==> src/design/tx_inject_defs.svh <==
// register map, field positions, reset values and timing for transmit injection
`ifndef TX_INJECT_DEFS_SVH
`define TX_INJECT_DEFS_SVH

// =====================================================================
// control bus addresses
`define TXI_ADDR_W 5
`define TXI_ADDR_TSR 5'h04
`define TXI_ADDR_THR 5'h05
`define TXI_ADDR_SYM1 5'h06
`define TXI_ADDR_CNT 5'h1E

// =====================================================================
// transmit state register fields
`define TXI_TM_HI 2
`define TXI_TM_LO 0
`define TXI_IC_HI 4
`define TXI_IC_LO 3
`define TXI_IC0_BIT 3
`define TXI_SE_BIT 5
`define TXI_REQUEST_PARITY_ON_BIT 6
`define TXI_RES_BIT 7

// =====================================================================
// reset values
`define TXI_TSR_RST 8'h82
`define TXI_THR_RST 8'h00
`define TXI_SYM1_RST 8'h00
`define TXI_CNT_RST 8'h00
`define TXI_ZERO8 8'h00
`define TXI_ONE8 8'h01
`define TXI_SYM_HI 4
`define TXI_SYM_LO 0

// =====================================================================
// symbol pair time against the 25 ns clock, rounded up
`define TXI_PAIR_NS 80
`define TXI_CLK_NS 25
`define TXI_PAIR_CYCLES ((`TXI_PAIR_NS + `TXI_CLK_NS - 1) / `TXI_CLK_NS)
`define TXI_DIV_W 3

`endif

==> src/design/tx_inject_pkg.sv <==
// shared types for the transmit injection block
`default_nettype none

package tx_inject_pkg;

  // injection control field codes, in field order
  typedef enum logic [1:0] {
    INJ_NONE,
    INJ_ONE_SHOT,
    INJ_PERIODIC,
    INJ_CONT
  } inj_mode_t;

  // one shot sequencing
  typedef enum logic [1:0] {
    OS_WAIT_JK,
    OS_COUNT,
    OS_DUE
  } os_state_t;

  // control bus request
  typedef struct packed {
    logic sel;
    logic wr;
    logic [4:0] addr;
    logic [7:0] wdata;
  } cb_req_t;

  // pair arriving from smoother, repeat filter, encoder and mode logic
  typedef struct packed {
    logic [4:0] sym_a;
    logic [4:0] sym_b;
    logic is_jk;
    logic is_data;
    logic [7:0] req_byte;
    logic req_par;
  } req_pair_t;

  // pair leaving toward the PMD transmitter
  typedef struct packed {
    logic [4:0] sym_a;
    logic [4:0] sym_b;
    logic injected;
  } sym_pair_t;

endpackage

`default_nettype wire

==> src/design/pair_buffer.sv <==
// two-entry valid/ready buffer on the outgoing symbol pair path
`default_nettype none

module pair_buffer #(
  parameter int WIDTH = 11,
  parameter int DEPTH = 2
) (
  input wire logic ref_clk,
  input wire logic sys_rst,
  input wire logic in_valid,
  output logic in_ready,
  input wire logic [WIDTH-1:0] in_data,
  output logic out_valid,
  input wire logic out_ready,
  output logic [WIDTH-1:0] out_data
);

  localparam int PW = (DEPTH > 1) ? $clog2(DEPTH) : 1;
  localparam int CW = $clog2(DEPTH + 1);

  logic [WIDTH-1:0] mem_ff [DEPTH];
  logic [PW-1:0] wr_ptr_ff;
  logic [PW-1:0] rd_ptr_ff;
  logic [CW-1:0] count_ff;
  logic push;
  logic pop;

  // =====================================================================
  // handshake
  assign in_ready = (count_ff != CW'(DEPTH));
  assign out_valid = (count_ff != '0);
  assign push = in_valid && in_ready;
  assign pop = out_valid && out_ready;
  assign out_data = mem_ff[rd_ptr_ff];

  // storage, one flop row per entry
  for (genvar i = 0; i < DEPTH; i++) begin : g_entry
    always_ff @(posedge ref_clk or posedge sys_rst) begin
      if (sys_rst) begin
        mem_ff[i] <= '0;
      end else if (push && (wr_ptr_ff == PW'(i))) begin
        mem_ff[i] <= in_data;
      end
    end
  end

  // pointers wrap at depth
  always_ff @(posedge ref_clk or posedge sys_rst) begin
    if (sys_rst) begin
      wr_ptr_ff <= '0;
      rd_ptr_ff <= '0;
    end else begin
      if (push) begin
        wr_ptr_ff <= (wr_ptr_ff == PW'(DEPTH - 1)) ? '0 : wr_ptr_ff + PW'(1);
      end
      if (pop) begin
        rd_ptr_ff <= (rd_ptr_ff == PW'(DEPTH - 1)) ? '0 : rd_ptr_ff + PW'(1);
      end
    end
  end

  // fill level
  always_ff @(posedge ref_clk or posedge sys_rst) begin
    if (sys_rst) begin
      count_ff <= '0;
    end else if (push && !pop) begin
      count_ff <= count_ff + CW'(1);
    end else if (pop && !push) begin
      count_ff <= count_ff - CW'(1);
    end
  end

endmodule

`default_nettype wire

==> src/design/tx_symbol_injection.sv <==
// transmit symbol injection: counter, injection pair, smoother and parity controls
// =====================================================================
`include "tx_inject_defs.svh"
`default_nettype none

module tx_symbol_injection
  import tx_inject_pkg::*;
(
  input wire logic ref_clk,
  input wire logic sys_rst,
  input wire cb_req_t cb_req,
  output logic [7:0] cb_rdata,
  input wire logic in_valid,
  input wire req_pair_t in_pair,
  output logic in_ready,
  output logic out_valid,
  input wire logic out_ready,
  output sym_pair_t out_pair,
  input wire logic [4:0] injection_symbol_second,
  output logic [2:0] transmit_mode,
  output logic smoother_on,
  output logic [7:0] smooth_count,
  output logic request_parity_on,
  output logic parity_error
);

  logic [7:0] transmit_state_reg_ff;
  logic [7:0] injection_threshold_ff;
  logic [7:0] injection_symbol_first_ff;
  logic [7:0] injection_count_now_ff;
  logic [`TXI_DIV_W-1:0] div_ff;
  os_state_t os_state_ff;
  logic smooth_run_ff;
  logic [7:0] smooth_count_ff;
  logic parity_error_ff;
  logic [7:0] cb_rdata_ff;
  inj_mode_t injection_control;
  logic tick;
  logic take;
  logic cnt_run;
  logic cnt_zero;
  logic inject;
  logic inj_fire;
  logic tsr_wr;
  logic thr_wr;
  logic sym1_wr;
  logic buf_in_ready;
  sym_pair_t buf_in_data;

  // =====================================================================
  // decode and field views
  assign tsr_wr = cb_req.sel && cb_req.wr && (cb_req.addr == `TXI_ADDR_TSR);
  assign thr_wr = cb_req.sel && cb_req.wr && (cb_req.addr == `TXI_ADDR_THR);
  assign sym1_wr = cb_req.sel && cb_req.wr && (cb_req.addr == `TXI_ADDR_SYM1);
  assign injection_control =
    inj_mode_t'(transmit_state_reg_ff[`TXI_IC_HI:`TXI_IC_LO]);
  assign transmit_mode = transmit_state_reg_ff[`TXI_TM_HI:`TXI_TM_LO];
  assign smoother_on = transmit_state_reg_ff[`TXI_SE_BIT];
  assign request_parity_on = transmit_state_reg_ff[`TXI_REQUEST_PARITY_ON_BIT];
  assign cnt_run = (injection_control == INJ_ONE_SHOT) ||
                   (injection_control == INJ_PERIODIC);
  assign cnt_zero = (injection_count_now_ff == `TXI_ZERO8);

  // =====================================================================
  // symbol pair time divider
  assign tick = (div_ff == `TXI_DIV_W'(`TXI_PAIR_CYCLES - 1));

  always_ff @(posedge ref_clk or posedge sys_rst) begin
    if (sys_rst) begin
      div_ff <= '0;
    end else begin
      div_ff <= tick ? '0 : div_ff + `TXI_DIV_W'(1);
    end
  end

  // one pair slot per tick, held off while the buffer is full
  assign in_ready = tick && buf_in_ready;
  assign take = in_ready && in_valid;

  // =====================================================================
  // injection decision per mode
  always_comb begin
    inject = 1'b0;
    case (injection_control)
      INJ_ONE_SHOT: begin
        case (os_state_ff)
          OS_WAIT_JK: begin
            inject = in_pair.is_jk &&
                     (injection_threshold_ff == `TXI_ZERO8);
          end
          OS_COUNT: begin
            inject = cnt_zero && in_pair.is_data;
          end
          OS_DUE: begin
            inject = in_pair.is_data;
          end
          default: begin
            inject = 1'b0;
          end
        endcase
      end
      INJ_PERIODIC: begin
        inject = cnt_zero && in_pair.is_data;
      end
      INJ_CONT: begin
        inject = in_pair.is_data;
      end
      default: begin
        inject = 1'b0;
      end
    endcase
  end

  assign inj_fire = take && inject;

  // one shot sequencing: wait for JK, count, fire once
  always_ff @(posedge ref_clk or posedge sys_rst) begin
    if (sys_rst) begin
      os_state_ff <= OS_WAIT_JK;
    end else if (injection_control != INJ_ONE_SHOT) begin
      os_state_ff <= OS_WAIT_JK;
    end else begin
      case (os_state_ff)
        OS_WAIT_JK: begin
          if (take && in_pair.is_jk && !inj_fire) begin
            os_state_ff <= OS_COUNT;
          end
        end
        OS_COUNT: begin
          if (inj_fire) begin
            os_state_ff <= OS_WAIT_JK;
          end else if (tick && cnt_zero) begin
            os_state_ff <= OS_DUE;
          end
        end
        OS_DUE: begin
          if (inj_fire) begin
            os_state_ff <= OS_WAIT_JK;
          end
        end
        default: begin
          os_state_ff <= OS_WAIT_JK;
        end
      endcase
    end
  end

  // =====================================================================
  // injection down-counter
  always_ff @(posedge ref_clk or posedge sys_rst) begin
    if (sys_rst) begin
      injection_count_now_ff <= `TXI_CNT_RST;
    end else if (thr_wr) begin
      injection_count_now_ff <= cb_req.wdata;
    end else if (tick && cnt_run) begin
      if (injection_control == INJ_ONE_SHOT && os_state_ff == OS_WAIT_JK &&
          take && in_pair.is_jk) begin
        injection_count_now_ff <= injection_threshold_ff;
      end else if (cnt_zero) begin
        injection_count_now_ff <= injection_threshold_ff;
      end else begin
        injection_count_now_ff <= injection_count_now_ff - `TXI_ONE8;
      end
    end
  end

  // =====================================================================
  // registers
  always_ff @(posedge ref_clk or posedge sys_rst) begin
    if (sys_rst) begin
      transmit_state_reg_ff <= `TXI_TSR_RST;
    end else if (tsr_wr) begin
      transmit_state_reg_ff <= cb_req.wdata;
    end else if (inj_fire && injection_control == INJ_ONE_SHOT) begin
      transmit_state_reg_ff[`TXI_IC0_BIT] <= 1'b0;
    end
  end

  always_ff @(posedge ref_clk or posedge sys_rst) begin
    if (sys_rst) begin
      injection_threshold_ff <= `TXI_THR_RST;
    end else if (thr_wr) begin
      injection_threshold_ff <= cb_req.wdata;
    end
  end

  // upper bits stored for readback only
  always_ff @(posedge ref_clk or posedge sys_rst) begin
    if (sys_rst) begin
      injection_symbol_first_ff <= `TXI_SYM1_RST;
    end else if (sym1_wr) begin
      injection_symbol_first_ff <= cb_req.wdata;
    end
  end

  // read data, unmapped reads zero
  always_ff @(posedge ref_clk or posedge sys_rst) begin
    if (sys_rst) begin
      cb_rdata_ff <= `TXI_ZERO8;
    end else if (cb_req.sel && !cb_req.wr) begin
      if (cb_req.addr == `TXI_ADDR_TSR) begin
        cb_rdata_ff <= transmit_state_reg_ff;
      end else if (cb_req.addr == `TXI_ADDR_THR) begin
        cb_rdata_ff <= injection_threshold_ff;
      end else if (cb_req.addr == `TXI_ADDR_SYM1) begin
        cb_rdata_ff <= injection_symbol_first_ff;
      end else if (cb_req.addr == `TXI_ADDR_CNT) begin
        cb_rdata_ff <= injection_count_now_ff;
      end else begin
        cb_rdata_ff <= `TXI_ZERO8;
      end
    end
  end

  assign cb_rdata = cb_rdata_ff;

  // =====================================================================
  // smoother counter: JK restarts it, otherwise it runs on
  always_ff @(posedge ref_clk or posedge sys_rst) begin
    if (sys_rst) begin
      smooth_run_ff <= 1'b0;
      smooth_count_ff <= `TXI_ZERO8;
    end else if (!smoother_on) begin
      smooth_run_ff <= 1'b0;
      smooth_count_ff <= `TXI_ZERO8;
    end else if (take && in_pair.is_jk) begin
      smooth_run_ff <= 1'b1;
      smooth_count_ff <= `TXI_ZERO8;
    end else if (tick && smooth_run_ff) begin
      smooth_count_ff <= smooth_count_ff + `TXI_ONE8;
    end
  end

  assign smooth_count = smooth_count_ff;

  // request parity, odd over byte and parity bit
  always_ff @(posedge ref_clk or posedge sys_rst) begin
    if (sys_rst) begin
      parity_error_ff <= 1'b0;
    end else begin
      parity_error_ff <= take && request_parity_on &&
                         !(^{in_pair.req_byte, in_pair.req_par});
    end
  end

  assign parity_error = parity_error_ff;

  // =====================================================================
  // output mux: programmed 5B pair overrides the incoming pair
  always_comb begin
    if (inj_fire) begin
      buf_in_data.sym_a =
        injection_symbol_first_ff[`TXI_SYM_HI:`TXI_SYM_LO];
      buf_in_data.sym_b = injection_symbol_second;
      buf_in_data.injected = 1'b1;
    end else begin
      buf_in_data.sym_a = in_pair.sym_a;
      buf_in_data.sym_b = in_pair.sym_b;
      buf_in_data.injected = 1'b0;
    end
  end

  pair_buffer #(
    .WIDTH($bits(sym_pair_t)),
    .DEPTH(2)
  ) u_buf (
    .ref_clk(ref_clk),
    .sys_rst(sys_rst),
    .in_valid(tick && in_valid),
    .in_ready(buf_in_ready),
    .in_data(buf_in_data),
    .out_valid(out_valid),
    .out_ready(out_ready),
    .out_data(out_pair)
  );

  // =====================================================================
  // assertions
  property p_smooth_off;
    @(posedge ref_clk) disable iff (sys_rst)
    !smoother_on |=> (smooth_count == `TXI_ZERO8);
  endproperty
  a_smooth_off: assert property (p_smooth_off)
    else $error("smoother count not cleared while disabled");

  property p_smooth_jk;
    @(posedge ref_clk) disable iff (sys_rst)
    smoother_on && take && in_pair.is_jk && !tsr_wr |=>
      (smooth_count == `TXI_ZERO8) ##[3:4]
      (smooth_count == `TXI_ONE8 || !smoother_on || $past(take && in_pair.is_jk));
  endproperty
  a_smooth_jk: assert property (p_smooth_jk)
    else $error("smoother count not restarted by JK");

  property p_parity_off;
    @(posedge ref_clk) disable iff (sys_rst)
    take && !request_parity_on |=> !parity_error;
  endproperty
  a_parity_off: assert property (p_parity_off)
    else $error("parity error flagged while parity disabled");

  property p_res_bit;
    @(posedge ref_clk)
    $fell(sys_rst) |-> transmit_state_reg_ff[`TXI_RES_BIT] && cnt_zero;
  endproperty
  a_res_bit: assert property (p_res_bit)
    else $error("reset values wrong");

  property p_thr_reload;
    @(posedge ref_clk) disable iff (sys_rst)
    thr_wr |=> (injection_count_now_ff == $past(cb_req.wdata));
  endproperty
  a_thr_reload: assert property (p_thr_reload)
    else $error("counter not reloaded on threshold write");

  property p_decrement;
    @(posedge ref_clk) disable iff (sys_rst)
    tick && cnt_run && !thr_wr && !cnt_zero && !(take && in_pair.is_jk) |=>
      (injection_count_now_ff == $past(injection_count_now_ff) - `TXI_ONE8);
  endproperty
  a_decrement: assert property (p_decrement)
    else $error("counter did not decrement on pair tick");

  property p_idle;
    @(posedge ref_clk) disable iff (sys_rst)
    !cnt_run && !thr_wr |=> $stable(injection_count_now_ff);
  endproperty
  a_idle: assert property (p_idle)
    else $error("counter moved outside counting modes");

  property p_periodic;
    @(posedge ref_clk) disable iff (sys_rst)
    take && injection_control == INJ_PERIODIC && cnt_zero && in_pair.is_data
      |-> inj_fire;
  endproperty
  a_periodic: assert property (p_periodic)
    else $error("periodic injection missed at zero count");

  property p_os_jk;
    @(posedge ref_clk) disable iff (sys_rst)
    take && injection_control == INJ_ONE_SHOT && os_state_ff == OS_WAIT_JK &&
      in_pair.is_jk && injection_threshold_ff == `TXI_ZERO8 |-> inj_fire;
  endproperty
  a_os_jk: assert property (p_os_jk)
    else $error("JK not replaced with zero threshold");

  property p_cont;
    @(posedge ref_clk) disable iff (sys_rst)
    take && injection_control == INJ_CONT && in_pair.is_data |-> inj_fire;
  endproperty
  a_cont: assert property (p_cont)
    else $error("continuous mode left a data pair");

  property p_ic0_clear;
    @(posedge ref_clk) disable iff (sys_rst)
    inj_fire && injection_control == INJ_ONE_SHOT && !tsr_wr |=>
      !transmit_state_reg_ff[`TXI_IC0_BIT] ##1 (injection_control == INJ_NONE
      || tsr_wr || $past(tsr_wr));
  endproperty
  a_ic0_clear: assert property (p_ic0_clear)
    else $error("one shot did not clear its control bit");

  property p_payload;
    @(posedge ref_clk) disable iff (sys_rst)
    inj_fire |-> buf_in_data.injected &&
      buf_in_data.sym_a == injection_symbol_first_ff[`TXI_SYM_HI:`TXI_SYM_LO] &&
      buf_in_data.sym_b == injection_symbol_second;
  endproperty
  a_payload: assert property (p_payload)
    else $error("injected pair not the programmed symbols");

endmodule

`default_nettype wire

==> config.mk <==
export PLATFORM = sky130hd
export DESIGN_NAME = tx_symbol_injection
export DESIGN_NICKNAME = d
export VERILOG_FILES = /design/src/design/tx_inject_pkg.sv /design/src/design/pair_buffer.sv /design/src/design/tx_symbol_injection.sv
export VERILOG_INCLUDE_DIRS = /design/src /design/src/design
export SDC_FILE = /design/constraint.sdc
export NUM_CORES = 1
export LEC_CHECK = 0
export ABC_AREA = 1
export BUFFER_PORTS_ARGS = -buffer_cell sky130_fd_sc_hd__buf_4
export CAP_MARGIN = 20
export CORE_MARGIN = 3
export CORE_UTILIZATION = 45
export DETAILED_ROUTE_END_ITERATION = 10
export GPL_TIMING_DRIVEN = 0
export HOLD_SLACK_MARGIN = 0.12
export PLACE_DENSITY = 0.65
export SLEW_MARGIN = 30
export SYNTH_ARGS = -nofsm -noshare
export SYNTH_HDL_FRONTEND = slang
export SYNTH_SLANG_ARGS = --single-unit
==> constraint.sdc <==
create_clock -name ref_clk -period 3.4 [get_ports ref_clk]
set_input_delay 0.68 -clock ref_clk [delete_from_list [all_inputs] [get_ports ref_clk]]
set_output_delay 0.68 -clock ref_clk [all_outputs]
set_load 0.05 [all_outputs]
==> impl_results.md <==
* Placer Congestion at 0.8341
* Core region area at 9284 um2
* Fill count at 890
* Post-CTS resize count at 0
* Kind of critical path: flip-flop to output port
* Main synth FF type: dfrtp_1
* Data required time of the critical path at 2.72 ns
* Fin util at 57.97%
* Clk slew on worst S/H paths at 0.09 ns
* Initial core utilization at 46.68%
* Sequential fraction of the synthesis area at 46.82%
* Number of cells on the worst reg-to-reg path at 12
* Final worst-path cycle share at 76.01%
* Worst setup SP type: flip-flop
* Xor/xnor share of the synthesized area at 3.637%
* Port buffer count at 79
* Syn Nets at 556
* Pwr dens at 682.2 nW/um2
* Grt ovf at 0
* Setup slack, reg-to-reg at 1.39 ns
* Leakage power at 2.641 nW
* Cell Area, Synth at 4334 um2
* Clock skew at 0.01136 ns
* Post-synth EDFFs at 0
* Area Overhead vs Synth at 24.16%
* Fraction of layout instances using a drive strength above 1 at 27.93%
* Detailed placer's ending HPWL at 7.812 mm
* Hold Path Class: input pin to async pin
* RSZ-0062 raised after global routing: false
* Adder-cell area share of the yosys netlist at 2.598%
* Ports at 80
* Largest family of logic cells by synthesized area: simple AND/OR/NAND/NOR gates
* R2R Path End: u_buf.mem_ff[2]
* Cts hold-fix bufs at 0
* Measured slew at the worst slew-check pin at 0.6871 ns
* Die area at 10850 um2
* Mux cell area share after synthesis at 2.858%
* Row count at 35
* Total GRT Usage at 19.88%
* Synth cell types at 39
* Die W at 104.1 um
* Drt pass-1 iters at 5
* Final hold vios at 0
* Tmin final at 2.584 ns
* Final nets at 647
* Asr flop ratio synth at 100.0%
* Final setup fails at 0
* Status: finished clean
* Final WL at 10.57 mm
* Setup fix buffers added after clock tree synthesis at 0
* H-tree levels at 3
* Largest net degree at the start of global routing at 58
* Vias per inst at 4.999
* Iteration-0 DRC Markers at 143
* Mean Syn Cell Area at 8.634 um2
* Antenna violations before repair at 0
* FF-to-FF Start: injection_count_now_ff[0]
* CP Max Fanout at 10
* CP endpoint kind: output port
* Syn Inst Count at 502
* Synth Warn # at 0
* Die height at 104.1 um
* Antenna viol nets, final at 0
* Wire per inst at 14.54 um
* Clock root cell: clkbuf_8
* Clock latency on the worst-skew pair at 0.36 ns
* Simple-gate share of the synthesized area at 19.92%
* Achievable Freq at 386.9 MHz
* Number of max-cap violations at 0
* Clk sinks at 81
* Num CTS Buffers at 9
* Setup TNS at 0 ns
* Clock buffer depth at 2
* FF+latch count, synth at 81
* Synth Area in Compound Gates at 15.59%
* Rel. slew slack at 53.85%
* Number of global-route vias before repair at 3669
* Hold slack at 0.2611 ns
* First-pass GRT wire length at 17.52 mm
* TritonCTS clock tree: built
* Final slew viol count at 0
* Maximum VDD drop at 317.2 uV
* Diode count at 0
* Via count at 3634
* DRC Markers at 0
* Arrival time worst endpoint at 1.90 ns
[cell families (layout without fill, tap and decap cells)]
family                   after synthesis  in the layout
XOR/XNOR                              18             18
flip-flops                            81             81
AO/OA/AOI/OAI                        111            111
multiplexers                          11             11
adder cells (fa/ha/maj)                9              9
buffers and inverters                 85            181
AND/OR/NAND/NOR                      187            187
[layout make-up]
cell class	count	area (um2)	area share (%)
Sequential cell	81	2029	37.71
Multi-Input combinational cell	336	1933	35.92
Timing Repair Buffer	80	620.6	11.53
Inverter	69	264.0	4.906
Tap cell	129	161.4	2.999
Clock buffer	11	131.4	2.441
Clock inverter	5	128.9	2.395
Buffer	16	112.6	2.093
[placed cells by master (no fill, tap or decap), types with 10 or more instances in the layout]
cell and count:
o21ai_2 12, nor2_1 38, o21ai_0 46, nand2_1 105, a31oi_1 10, dfrtp_1 79, xor2_1 10, inv_1 58
mux2_2 11, a21oi_1 15, buf_4 84
[through the flow]
stage | area [um2] | worst slack (ns) | total power [mW] | cells
floorplan | 4334 | 0.6432 | 2.381 | 502
global placement | 5089 | -0.3706 | 2.739 | 710
detailed placement | 5121 | 1.205 | 2.772 | 711
CTS | 5381 | 0.8002 | 3.697 | 727
global route | 5381 | 0.7565 | 3.879 | 727
finish | 5381 | 0.8156 | 3.671 | 727
[worst max-delay path by stage]
stage                    start  cells after the start     endpoint
2_1_floorplan          sys_rst                      1  cb_rdata[0]
3_3_place_gp           sys_rst                      2  cb_rdata[7]
3_5_place_dp   u_buf.rd_ptr_ff                      3  out_pair[9]
4_1_cts        u_buf.rd_ptr_ff                      3  out_pair[9]
5_1_grt        u_buf.rd_ptr_ff                      3  out_pair[9]
6_report       u_buf.rd_ptr_ff                      3  out_pair[9]
[metal layers]
metal / track usage [%] / up-vias / share of wire [%] / routed length, um
met2: 34.54 / 91 / 50 / 5234
met4: 5.508 / 0 / 1.5 / 163
met1: 24.78 / 1709 / 44 / 4690
met5: 0 / - / 0 / 0
li1: - / 1818 / - / -
met3: 4.718 / 16 / 4.5 / 480
[registers in the layout, summed over array words and instances (netlist names), 3 cells and up]
register and count:
u_buf.mem_ff 22, cb_rdata 8, injection_count_now_ff 8, injection_symbol_first_ff 8, injection_threshold_ff 8, smooth_count 8
transmit_state_reg_ff 8, div_ff 3
[Yosys cell counts, types with 3 or more instances]
master	n	share of area (%)
nand4_1	5	0.72
buf_6	4	1.0
o21bai_1	5	0.87
o21ai_2	12	2.4
o21ai_1	8	0.92
clkbuf_1	3	0.26
nor2_4	4	1.0
or2_2	3	0.43
buf_2	3	0.35
ha_1	9	2.6
inv_2	8	0.69
nand2_2	9	1.3
xnor2_1	8	1.6
mux2_2	11	2.9
o21ai_0	46	5.3
nand2_1	105	9.1
nor3_1	4	0.46
xor2_1	10	2.0
nand3_1	9	1.0
nor2_2	4	0.58
buf_4	5	0.87
a211oi_1	3	0.52
dfrtp_1	79	46
nor2_1	38	3.3
o221ai_1	7	1.4
a31oi_1	10	1.4
inv_1	59	5.1
a21oi_1	15	1.7
[where the power goes]
group / internal, mW / leakage (nW) / switching (mW)
registers: 1.21 / 1.01 / 0.163
clock network: 0.564 / 0.128 / 0.354
logic: 0.510 / 1.50 / 0.874
total: 2.28 / 2.64 / 1.39
[worst max-delay path, cell delays in order, from the launching register on]
cell and delay [ns]:
dfrtp_1 0.40, buf_1 0.53, mux2_2 0.43, buf_4 0.19
No activity file was read; power rests on OpenSTA's default activity.
